## config.mk

```make
export PLATFORM = sky130hd
export DESIGN_NAME = rot_sub_core
export DESIGN_NICKNAME = d
export VERILOG_FILES = /design/src/core/rot_sub_pkg.sv /design/src/core/rot_sub_alu.sv /design/src/core/rot_sub_core.sv
export VERILOG_INCLUDE_DIRS = /design/src /design/src/core
export SDC_FILE = /design/constraint.sdc
export NUM_CORES = 1
export LEC_CHECK = 0
export ABC_AREA = 1
export BUFFER_PORTS_ARGS = -buffer_cell sky130_fd_sc_hd__buf_2
export CORE_AREA = 2 2 65 51
export DETAILED_ROUTE_END_ITERATION = 16
export DIE_AREA = 0 0 67 53
export PLACE_DENSITY = 0.85
export SLEW_MARGIN = 20
export SYNTH_ARGS = -nofsm -noshare
export SYNTH_HDL_FRONTEND = slang
export SYNTH_SLANG_ARGS = --single-unit
```

## constraint.sdc

```tcl
create_clock -name CLK -period 1.7 [get_ports CLK]
set_input_delay 0.085 -clock CLK [delete_from_list [all_inputs] [get_ports CLK]]
set_output_delay 0.085 -clock CLK [all_outputs]
set_load 0.02 [all_outputs]
```

## src/core/rot_sub_regs.svh

```systemverilog
// Constants for the rotate-right and literal-subtract datapath.
// Assumes inclusion by the package and the datapath modules.
// Functional notes
// - Rotate right one bit; old carry enters bit 7, bit 0 becomes carry.
// - Destination bit 0 writes accumulator, 1 writes register back; only carry changes.
// - Literal subtract computes literal minus accumulator, two's complement, literal 0..255.
// - Literal subtract always writes accumulator and updates carry, half carry, zero.
`ifndef ROT_SUB_REGS_SVH
`define ROT_SUB_REGS_SVH
`define DATA_WIDTH      8
`define NIBBLE_WIDTH    4
`define ACC_RESET       8'h00
`define DEST_ACC        1'b0
`define DEST_REG        1'b1
`define OP_LATENCY      1
`endif

```

## src/core/rot_sub_pkg.sv

```systemverilog
// Types shared by the rotate-right and literal-subtract datapath.
// Assumes the constants header is on the include path.
`include "rot_sub_regs.svh"
package rot_sub_pkg;
   typedef logic [`DATA_WIDTH-1:0] byte_t;
   typedef enum logic [1:0] {
      OP_NONE,
      ROTATE_RIGHT_THROUGH_CARRY_OP,
      LITERAL_MINUS_ACCUMULATOR_OP
   } op_e;
   typedef struct packed {
      logic carry;
      logic half_carry_flag;
      logic zero;
   } flags_s;
   typedef struct packed {
      op_e   op;
      logic  dest;
      byte_t operand;
   } cmd_s;
   typedef struct packed {
      logic  reg_we;
      byte_t reg_data;
   } reg_wr_s;
endpackage : rot_sub_pkg

```

## src/core/rot_sub_alu.sv

```systemverilog
// Combinational arithmetic for the two instructions.
// Assumes operands come from registers on the same clock.
`timescale 1ns/100ps
`default_nettype none
module rot_sub_alu
   import rot_sub_pkg::*;
(
   // Operation
   input  wire rot_sub_pkg::op_e    op,
   input  wire rot_sub_pkg::byte_t  operand,
   input  wire rot_sub_pkg::byte_t  acc,
   input  wire rot_sub_pkg::flags_s flags_in,
   // Results
   output rot_sub_pkg::byte_t       result,
   output rot_sub_pkg::flags_s      flags_out
);
   logic [`DATA_WIDTH:0]   diff;
   logic [`NIBBLE_WIDTH:0] ndiff;
   always_comb begin
      diff      = {1'b0, operand} - {1'b0, acc};
      ndiff     = {1'b0, operand[`NIBBLE_WIDTH-1:0]} - {1'b0, acc[`NIBBLE_WIDTH-1:0]};
      result    = operand;
      flags_out = flags_in;
      case (op)
         ROTATE_RIGHT_THROUGH_CARRY_OP: begin
            result          = {flags_in.carry, operand[`DATA_WIDTH-1:1]};
            flags_out.carry = operand[0];
         end
         LITERAL_MINUS_ACCUMULATOR_OP: begin
            result                    = diff[`DATA_WIDTH-1:0];
            // Borrow out inverted gives the carry sense
            flags_out.carry           = ~diff[`DATA_WIDTH];
            flags_out.half_carry_flag = ~ndiff[`NIBBLE_WIDTH];
            flags_out.zero            = (diff[`DATA_WIDTH-1:0] == 8'h00);
         end
         default: begin
            result    = operand;
            flags_out = flags_in;
         end
      endcase
   end
endmodule : rot_sub_alu
`default_nettype wire

```

## src/core/rot_sub_core.sv

```systemverilog
// Accumulator and status flags for rotate-right and literal subtract.
// Assumes one command per clock from a decoder on the same clock;
// the register file takes the write-back port.
`timescale 1ns/100ps
`default_nettype none
module rot_sub_core
   import rot_sub_pkg::*;
(
   // Clock and reset
   input  wire logic                CLK,
   input  wire logic                RST,
   // Command
   input  wire rot_sub_pkg::cmd_s   CMD,
   // Write-back to the register file
   output rot_sub_pkg::reg_wr_s     REG_WR,
   // State
   output rot_sub_pkg::byte_t       ACC,
   output rot_sub_pkg::flags_s      FLAGS
);
   byte_t  acc_q;
   flags_s flags_q;
   reg_wr_s wr_q;
   byte_t  result;
   flags_s flags_d;

   rot_sub_alu u_alu (
      .op        (CMD.op),
      .operand   (CMD.operand),
      .acc       (acc_q),
      .flags_in  (flags_q),
      .result    (result),
      .flags_out (flags_d)
   );

   // Accumulator
   always_ff @(posedge CLK or posedge RST) begin
      if (RST) begin
         acc_q <= `ACC_RESET;
      end else if (CMD.op == LITERAL_MINUS_ACCUMULATOR_OP) begin
         acc_q <= result;
      end else if (CMD.op == ROTATE_RIGHT_THROUGH_CARRY_OP && CMD.dest == `DEST_ACC) begin
         acc_q <= result;
      end
   end

   // Flags; rotate only moves carry, handled in the ALU
   always_ff @(posedge CLK or posedge RST) begin
      if (RST) begin
         flags_q <= '0;
      end else begin
         flags_q <= flags_d;
      end
   end

   // Register write-back, rotate only
   always_ff @(posedge CLK or posedge RST) begin
      if (RST) begin
         wr_q <= '0;
      end else begin
         wr_q.reg_we   <= (CMD.op == ROTATE_RIGHT_THROUGH_CARRY_OP) && (CMD.dest == `DEST_REG);
         wr_q.reg_data <= result;
      end
   end

   assign ACC    = acc_q;
   assign FLAGS  = flags_q;
   assign REG_WR = wr_q;
endmodule : rot_sub_core
`default_nettype wire

```

Word level (Yosys, flattened, before mapping)
Index checks and enable logic that the tools add are counted.
W data, S select, Z words.
{ "word_totals": {"mem_bits_rw": 0, "mem_bits_ro": 0, "out_inout_bits": 20, "latch_bits": 0, "n_memories": 0, "word_cells": 22, "reg_bits": 20} }
{ "classes": {"eq_ne": 2, "n_lt_le_gt_ge": 0, "bitwise_logic": 3, "reduce_logical": 5, "div_mod_pow": 0, "shift": 0, "muxes": 4, "multipliers": 0, "add_sub_neg": 2} }
{ "op_table": {"columns": ["op", "count"], "rows": [
  ["$mux W8", 2],
  ["$pmux W8 S2", 1],
  ["$sub A8 B8 Y9", 1],
  ["$logic_not A8 Y1", 1],
  ["$sub A4 B4 Y5", 1],
  ["$reduce_bool A2 Y1", 2],
  ["$not A1 Y1", 3],
  ["$eq A2 B1 Y1 const B", 1],
  ["$eq A2 B2 Y1 const B", 1],
  ["$logic_and A1 B1 Y1", 2],
  ["$pmux W1 S2", 1]
]} }

Logic depth before layout (Yosys ltp)
Gate-level depths: netlist (run 1).
{ "depth": {"ltp_word": 4, "mapped_depth": 13, "depth_no_buf": 13} }

Hierarchy
From an unflattened synthesis (run 1), not the netlist that was laid out.
{ "unflattened": {"hier_cells": 182, "area_unflattened_um2": 1346.3} }
{ "by_module_without_submodules": {"columns": ["mod", "cells_each", "n_inst", "area_each_um2"], "rows": [
  ["rot_sub_alu", 130, 1, 685.7],
  ["rot_sub_core", 52, 1, 660.6]
]} }

Least setup slack after synthesis (run 1)
OpenSTA, ideal clock, no wires.
{ "synth_path": {"path_type": "register to register", "from": "reg acc_q[0] (netlist: ACC[0])", "to": "reg flags_q, in the netlist FLAGS[0]", "slack_ns": -0.064, "required_ns": 1.635, "period_less_slack_ns": 1.764, "path_buffers": 0, "arrival_ns": 1.699, "setup_ns": 0.065, "path_stages_with_launch": 12, "path_cell_list": "dfrtp_1 > ha_1 > inv_1 > fa_1 > nand2_1 > nand2_1 > nand3b_1 > nand3_1 > and2_0 > nor2_1 > nand2_1 > nand2_1"} }
{ "synth_between": {"elab_chain_len": 2} }
{ "synth_rtl": {"columns": ["element", "line", "text"], "rows": [
  ["start: declaration", "rot_sub_core.sv:20", "byte_t acc_q;"],
  ["start signal: assignment", "rot_sub_core.sv:38", "acc_q <= `ACC_RESET;"],
  ["start signal: assignment", "rot_sub_core.sv:40", "acc_q <= result;"],
  ["start signal: assignment", "rot_sub_core.sv:42", "acc_q <= result;"],
  ["$sub A8 B8 Y9", "rot_sub_alu.sv:20", "diff = {1'b0, operand} - {1'b0, acc};"],
  ["$logic_not A8 Y1", "rot_sub_alu.sv:34", "flags_out.zero = (diff[`DATA_WIDTH-1:0] == 8'h00);"],
  ["end signal: assignment", "rot_sub_core.sv:51", "flags_q <= flags_d;"],
  ["end: declaration", "rot_sub_core.sv:21", "flags_s flags_q;"]
]} }
Every way passes these cells.
A chain may end at the register's enable or synchronous reset.

Worst setup path after layout (run 1)
Same ends and word-level chain as after synthesis.

==> results.yml, run 1 <==
run_status:
  status: "finished, violations left"
  violations: "setup timing"
sta:
  finalCriticalPeriod_ns: 1.782
  worst_slew_pin_slew_ns: 0.7426
  fmax_mhz: 561.3
  setup_slack_ns: -0.08162
  min_period_over_period: 1.048
  fin_skew_ns: 0.009060
  hold_viol: 0
  finalSetupViolCount: 1
  hold_ws_ns: 0.03319
  rsz0062_at_grt: "yes"
  slew_headroom: 0.5044
  final_max_slew_viol_count: 0
die:
  die_height_um: 53
  die_w_um: 67
  design.die.area_um2: 3551
  ios: 33
  start_util: 0.4572
  core-area_um2: 2893
  row_count: 17
worst_setup_path:
  required_ns: 1.90
  end_kind: "flip-flop"
  path_class: "reg -> reg"
  start_kind: "flip-flop"
  cp.arrival_ns: 1.98
  path_max_fanout: 3
synth:
  synth-seq-area-share: 0.3784
  yosys.area.top_type: "dfrtp_1"
  syn_inst: 179
  synth_warnings: 0
  yosys.area.top_type_share: 0.3784
  synth_most_common_cell: "nand2_1"
  synth-edff-count: 0
  ys_ff_latch: 20
  yosys-top-cells-area: "dfrtp_1 38%, nand2_1 15%, ha_1 9.5%"
  synth_area_um2: 1323
  synth-async-reset-ratio: 1.000
  ys_types: 21
  syn_area_per_cell_um2: 7.388
  ys.flop_type: "dfrtp_1"
  syn_nets: 203
  synthTopCellsByCount: "53 x nand2_1, 31 x inv_1, 20 x dfrtp_1"
place:
  place_hpwl_mm: 2.400
  dpl_cell_area_um2: 1544
  gp_congestion: 0.9386
  io_buffers: 32
  dp.cells: 250
route:
  drtIter0Drc: 182
  drc: 0
  ant_nets: 0
  wl_per_cell_um: 13.12
  highest_layer: "met4"
  first_pass_iters: 4
  drt-total-wl_mm: 3.373
  met3WireLength_um: 224
  wl_met1_mm: 1.515
  vias: 1315
  wl_met2_mm: 1.590
  via_per_inst: 5.117
layout:
  post-route-util: 0.5973
  final_nets: 244
  diodes: 0
  drive_gt1_frac: 0.3059
  area_growth_pct: 30.65
  finalNonFillerCells: 257
  fin_area_um2: 1728
pwr:
  powerDensity_nw_per_um2: 1115
  irDropWorstVdd_v: 0.0004354
  power_w: 0.001927
  power.leakage_nw: 0.9398
clock_tree:
  clock-sinks: 20
  cts_tree: "yes"
  clk_latency_ns: 0.27
  cts-htree-levels: 1
  numCtsBuffers: 3
  clkTransAtPathRegs_ns: 0.08
  cts.path.max_buffers: 2
  cts_root_buffer: "clkbuf_8"
job:
  drv_cap: 0
global_route:
  grt_max_degree: 21
  grt_overflow_total: 0
  grt_pass1_wl_mm: 5.347
  grt_use_total: 0.2046
  grt_pass1_vias: 1249
  antenna_found_initial: 0
worst_hold_path:
  hp-class: "in -> reg"
[metal layers]
| metal | vias up | track usage |
|---|---|---|
| met3 | 5 | 0.03191 |
| met1 | 610 | 0.2759 |
| li1 | 645 | - |
| met5 | - | 0 |
| met4 | 0 | 0.1054 |
| met2 | 55 | 0.3168 |
[through the flow]
stage | TNS (ns) | setup slack [ns]
floorplan | 0 | 0.05075
global placement | -0.005670 | -0.005670
detailed placement | -0.03001 | -0.03001
CTS | 0 | 0.008180
global route | -0.8347 | -0.1582
finish | -0.08162 | -0.08162
[area by class of cell]
type	count	area, um2
multi-input combinational	124	768.2
sequential	20	501.7
timing repair buffer	40	222.7
clock buffer	3	41.29
clock inverter	1	30.03
fill	264	1165
inverter	31	116.4
tap	38	47.55
[registers in the layout (all words and copies together), names as in the netlist]
signal / flops
ACC: 8
FLAGS: 3
REG_WR: 9
[cells in the final DEF, fill, tap and decap left out, types with 2 or more instances in the layout]
cell | Yosys | final
a21boi_0 | 4 | 4
o21ai_1 | 3 | 4
and2_0 | 2 | 2
nand2_2 | 0 | 4
buf_2 | 1 | 32
nor2_1 | 5 | 5
o21ai_0 | 8 | 6
ha_4 | 0 | 4
clkbuf_8 | 0 | 3
or2_2 | 4 | 4
nand3_1 | 15 | 13
inv_1 | 31 | 29
inv_2 | 0 | 2
a21oi_2 | 1 | 4
nand2_1 | 53 | 49
o22ai_1 | 2 | 2
nand3_2 | 0 | 2
a21oi_1 | 10 | 7
ha_1 | 10 | 5
dfrtp_1 | 20 | 19
xor2_1 | 3 | 3
buf_4 | 3 | 7
[power by group]
| part | switching (W) | internal [W] | leakage (nW) | total, W |
|---|---|---|---|---|
| clock | 0.000171 | 0.000315 | 0.0357 | 0.000486 |
| combinational | 0.000528 | 0.000322 | 0.657 | 0.000850 |
| sequential | 0.0000374 | 0.000554 | 0.247 | 0.000591 |
[worst max-delay path, cell delays in order (launching register included)]
cell	delay (ns)
dfrtp_2	0.40
ha_4	0.14
inv_2	0.04
fa_2	0.36
nand2_2	0.08
nand2_2	0.06
nand3b_1	0.13
nand3_2	0.11
and2_0	0.16
nor2_1	0.11
nand2_1	0.07
nand2_1	0.06
[final timing paths]
kind / end / start / cells after the start / slack [ns]
setup / recovery: FLAGS[0]$_DFFE_PP0P_ / ACC[0]$_DFFE_PP0P_ / 11 / -0.08
hold / removal: REG_WR[8]$_DFF_PP0_ / CMD[8] / 3 / 0.03
setup reg to reg: FLAGS[0]$_DFFE_PP0P_ / ACC[0]$_DFFE_PP0P_ / 11 / -0.08
hold reg to reg: FLAGS[0]$_DFFE_PP0P_ / FLAGS[0]$_DFFE_PP0P_ / 2 / 0.49
max in group asynchronous: ACC[0]$_DFFE_PP0P_ / RST / 3 / 0.71
min in group asynchronous: FLAGS[2]$_DFFE_PP0N_ / RST / 3 / 0.48
[what timing repair did]
action                                  4_1_cts  5_1_grt
resized for setup                            10       12
endpoints found under the hold margin        20        0
buffers inserted                              1        1
hold buffers                                  1        0
endpoints found under the setup margin        1       12
pin swaps                                     5        1
[cell families (layout without fill, tap and decap cells)]
logic type | count (synthesis) | in the layout | synth area share
fa+ha+maj | 11 | 11 | 0.1097
compound gates | 29 | 29 | 0.1239
xor+xnor | 3 | 3 | 0.01987
simple gates | 81 | 81 | 0.2592
buf+inv | 35 | 75 | 0.1088
flops | 20 | 20 | 0.3784
Power figures use the tool's default switching activity.
==> run 2, diff against run 1 <==
--- a/config.mk
+++ b/config.mk
@@ -12,6 +12,7 @@
 export DETAILED_ROUTE_END_ITERATION = 16
 export DIE_AREA = 0 0 67 53
 export PLACE_DENSITY = 0.85
+export REMOVE_ABC_BUFFERS = 1
 export SLEW_MARGIN = 20
 export SYNTH_ARGS = -nofsm -noshare
 export SYNTH_HDL_FRONTEND = slang
==> results.yml, run 2 (same netlist as run 1, synthesis figures left out) <==
run_status:
  status: "finished, violations left"
  violations: "setup timing"
pwr:
  power.leakage_nw: 0.9405
  powerDensity_nw_per_um2: 1113
  irDropWorstVdd_v: 0.0005836
die:
  die_height_um: 53
  ios: 33
  start_util: 0.4572
  die_w_um: 67
  design.die.area_um2: 3551
  core-area_um2: 2893
  row_count: 17
route:
  via_per_inst: 5.058
  drtIter0Drc: 114
  first_pass_iters: 4
  wl_per_cell_um: 12.63
  drt-total-wl_mm: 3.246
  drc: 0
  ant_nets: 0
  vias: 1300
global_route:
  grt_overflow_total: 0
  grt_pass1_wl_mm: 5.147
  grt_max_degree: 21
  grt_pass1_vias: 1184
  antenna_found_initial: 0
  grt_use_total: 0.1949
worst_setup_path:
  required_ns: 1.86
  worstPathCellList: "ha_2 > inv_2 > fa_2 > nand2_2 > nand2_2 > nand3b_1 > nand2_1 > nand2_2 > and2_0 > nor2_1 > nand2_1 > nand2_1"
  crit_family: "simple AND/OR/NAND/NOR gates"
  cp.arrival_ns: 1.92
  cp-startpoint: "ACC[0]$_DFFE_PP0P_"
  path_class: "reg -> reg"
  cp_slowest_cell: "dfrtp_1"
  end_kind: "flip-flop"
  start_kind: "flip-flop"
  r2r-start: "ACC[0]$_DFFE_PP0P_"
  path_buf_inv: 1
  path_max_fanout: 3
  critical_path.max_stage_delay_ns: 0.36
clock_tree:
  clock-sinks: 20
  clk_latency_ns: 0.26
  cts-htree-levels: 1
  cts_root_buffer: "clkbuf_8"
  cts_tree: "yes"
  cts.path.max_buffers: 2
  clkTransAtPathRegs_ns: 0.08
  numCtsBuffers: 3
sta:
  slew_headroom: 0.7735
  fin_setup_tns_ns: -0.05739
  rsz0062_at_grt: "yes"
  finalCriticalPeriod_ns: 1.753
  fmax_mhz: 570.4
  setup_slack_ns: -0.05322
  fin_skew_ns: 0.002815
  worst_slew_pin_slew_ns: 0.3394
  final_max_slew_viol_count: 0
  finalSetupViolCount: 2
  min_period_over_period: 1.031
  hold_viol: 0
worst_hold_path:
  hp-class: "in -> reg"
  hold_start: "CMD[8]"
layout:
  num-fill-cells: 282
  drive_gt1_frac: 0.2877
  diodes: 0
  layout_commonest_cell: "nand2_1"
  post-route-util: 0.5839
  final_cell_mix: "49 x nand2_1, 32 x buf_2, 29 x inv_1"
  area_growth_pct: 27.72
  final_nets: 244
  largest_register_ffs: 9
place:
  place_hpwl_mm: 2.411
  io_buffers: 32
  gp_congestion: 0.9185
job:
  drv_cap: 0
[run 2: cell counts in the layout (fill, tap and decap cells not counted)]
No cell type changed its count.
[run 2: what timing repair did]
item	in CTS	in global routing
hold buffers	1	0
endpoints found under the setup margin	4	12
hold endpoints to repair	20	0
gates resized for setup	1	18
buffers inserted	0	0
pin swaps	1	2
[run 2: final cells by class]
type                            count  area, um2  area share
Clock buffer                        3      41.29     0.02444
Multi-Input combinational cell    124      730.7      0.4326
Clock inverter                      1      30.03     0.01778
Timing Repair Buffer               40      222.7      0.1319
Sequential cell                    20      500.5      0.2963
Tap cell                           38      47.55     0.02815
Inverter                           31      116.4     0.06889
[run 2: worst reg2reg max path: cells and delay by family (launching register included)]
family / cells / cell delay [ns]
DFF: 1 / 0.36
and+or+nand+nor: 9 / 0.73
adders and majority gates: 2 / 0.53
buffers and inverters: 1 / 0.04
[run 2: report_power, final]
part           switching, W  leakage [nW]  internal (W)
Sequential        0.0000335         0.248      0.000553
Clock              0.000175        0.0357      0.000315
Combinational      0.000508         0.657      0.000297
Total              0.000716         0.940       0.00116
[run 2: worst paths after layout]
check	to	slack, ns	cells past startpoint
min in group asynchronous	REG_WR[0]$_DFF_PP0_	0.39	4
min reg2reg	ACC[5]$_DFFE_PP0P_	0.51	2
max	FLAGS[0]$_DFFE_PP0P_	-0.05	12
max in group asynchronous	ACC[2]$_DFFE_PP0P_	1.09	4
max reg2reg	FLAGS[0]$_DFFE_PP0P_	-0.05	12
min	REG_WR[8]$_DFF_PP0_	0.04	3
[run 2: routing by layer]
layer	wire [um]	track usage	up-vias
li1	-	-	646
met1	1531	0.2671	610
met2	1489	0.3135	42
met3	211	0.05106	2
met4	13	0.03061	0
met5	0	0	-
[run 2: stage by stage]
step | area, um2 | total power, W | setup slack (ns) | instances | hold WS, ns
final | 1689 | 0.001880 | -0.05322 | 257 | 0.03766
after detailed placement | 1555 | 0.001330 | -0.04656 | 252 | 0.1358
after floorplan | 1295 | 0.001114 | -0.06354 | 175 | 0.04883
after global routing | 1689 | 0.002007 | -0.1710 | 257 | 0.04228
after CTS | 1639 | 0.001828 | 0.0003073 | 257 | 0.02729
after global placement | 1555 | 0.001310 | 0.04932 | 252 | 0.1237
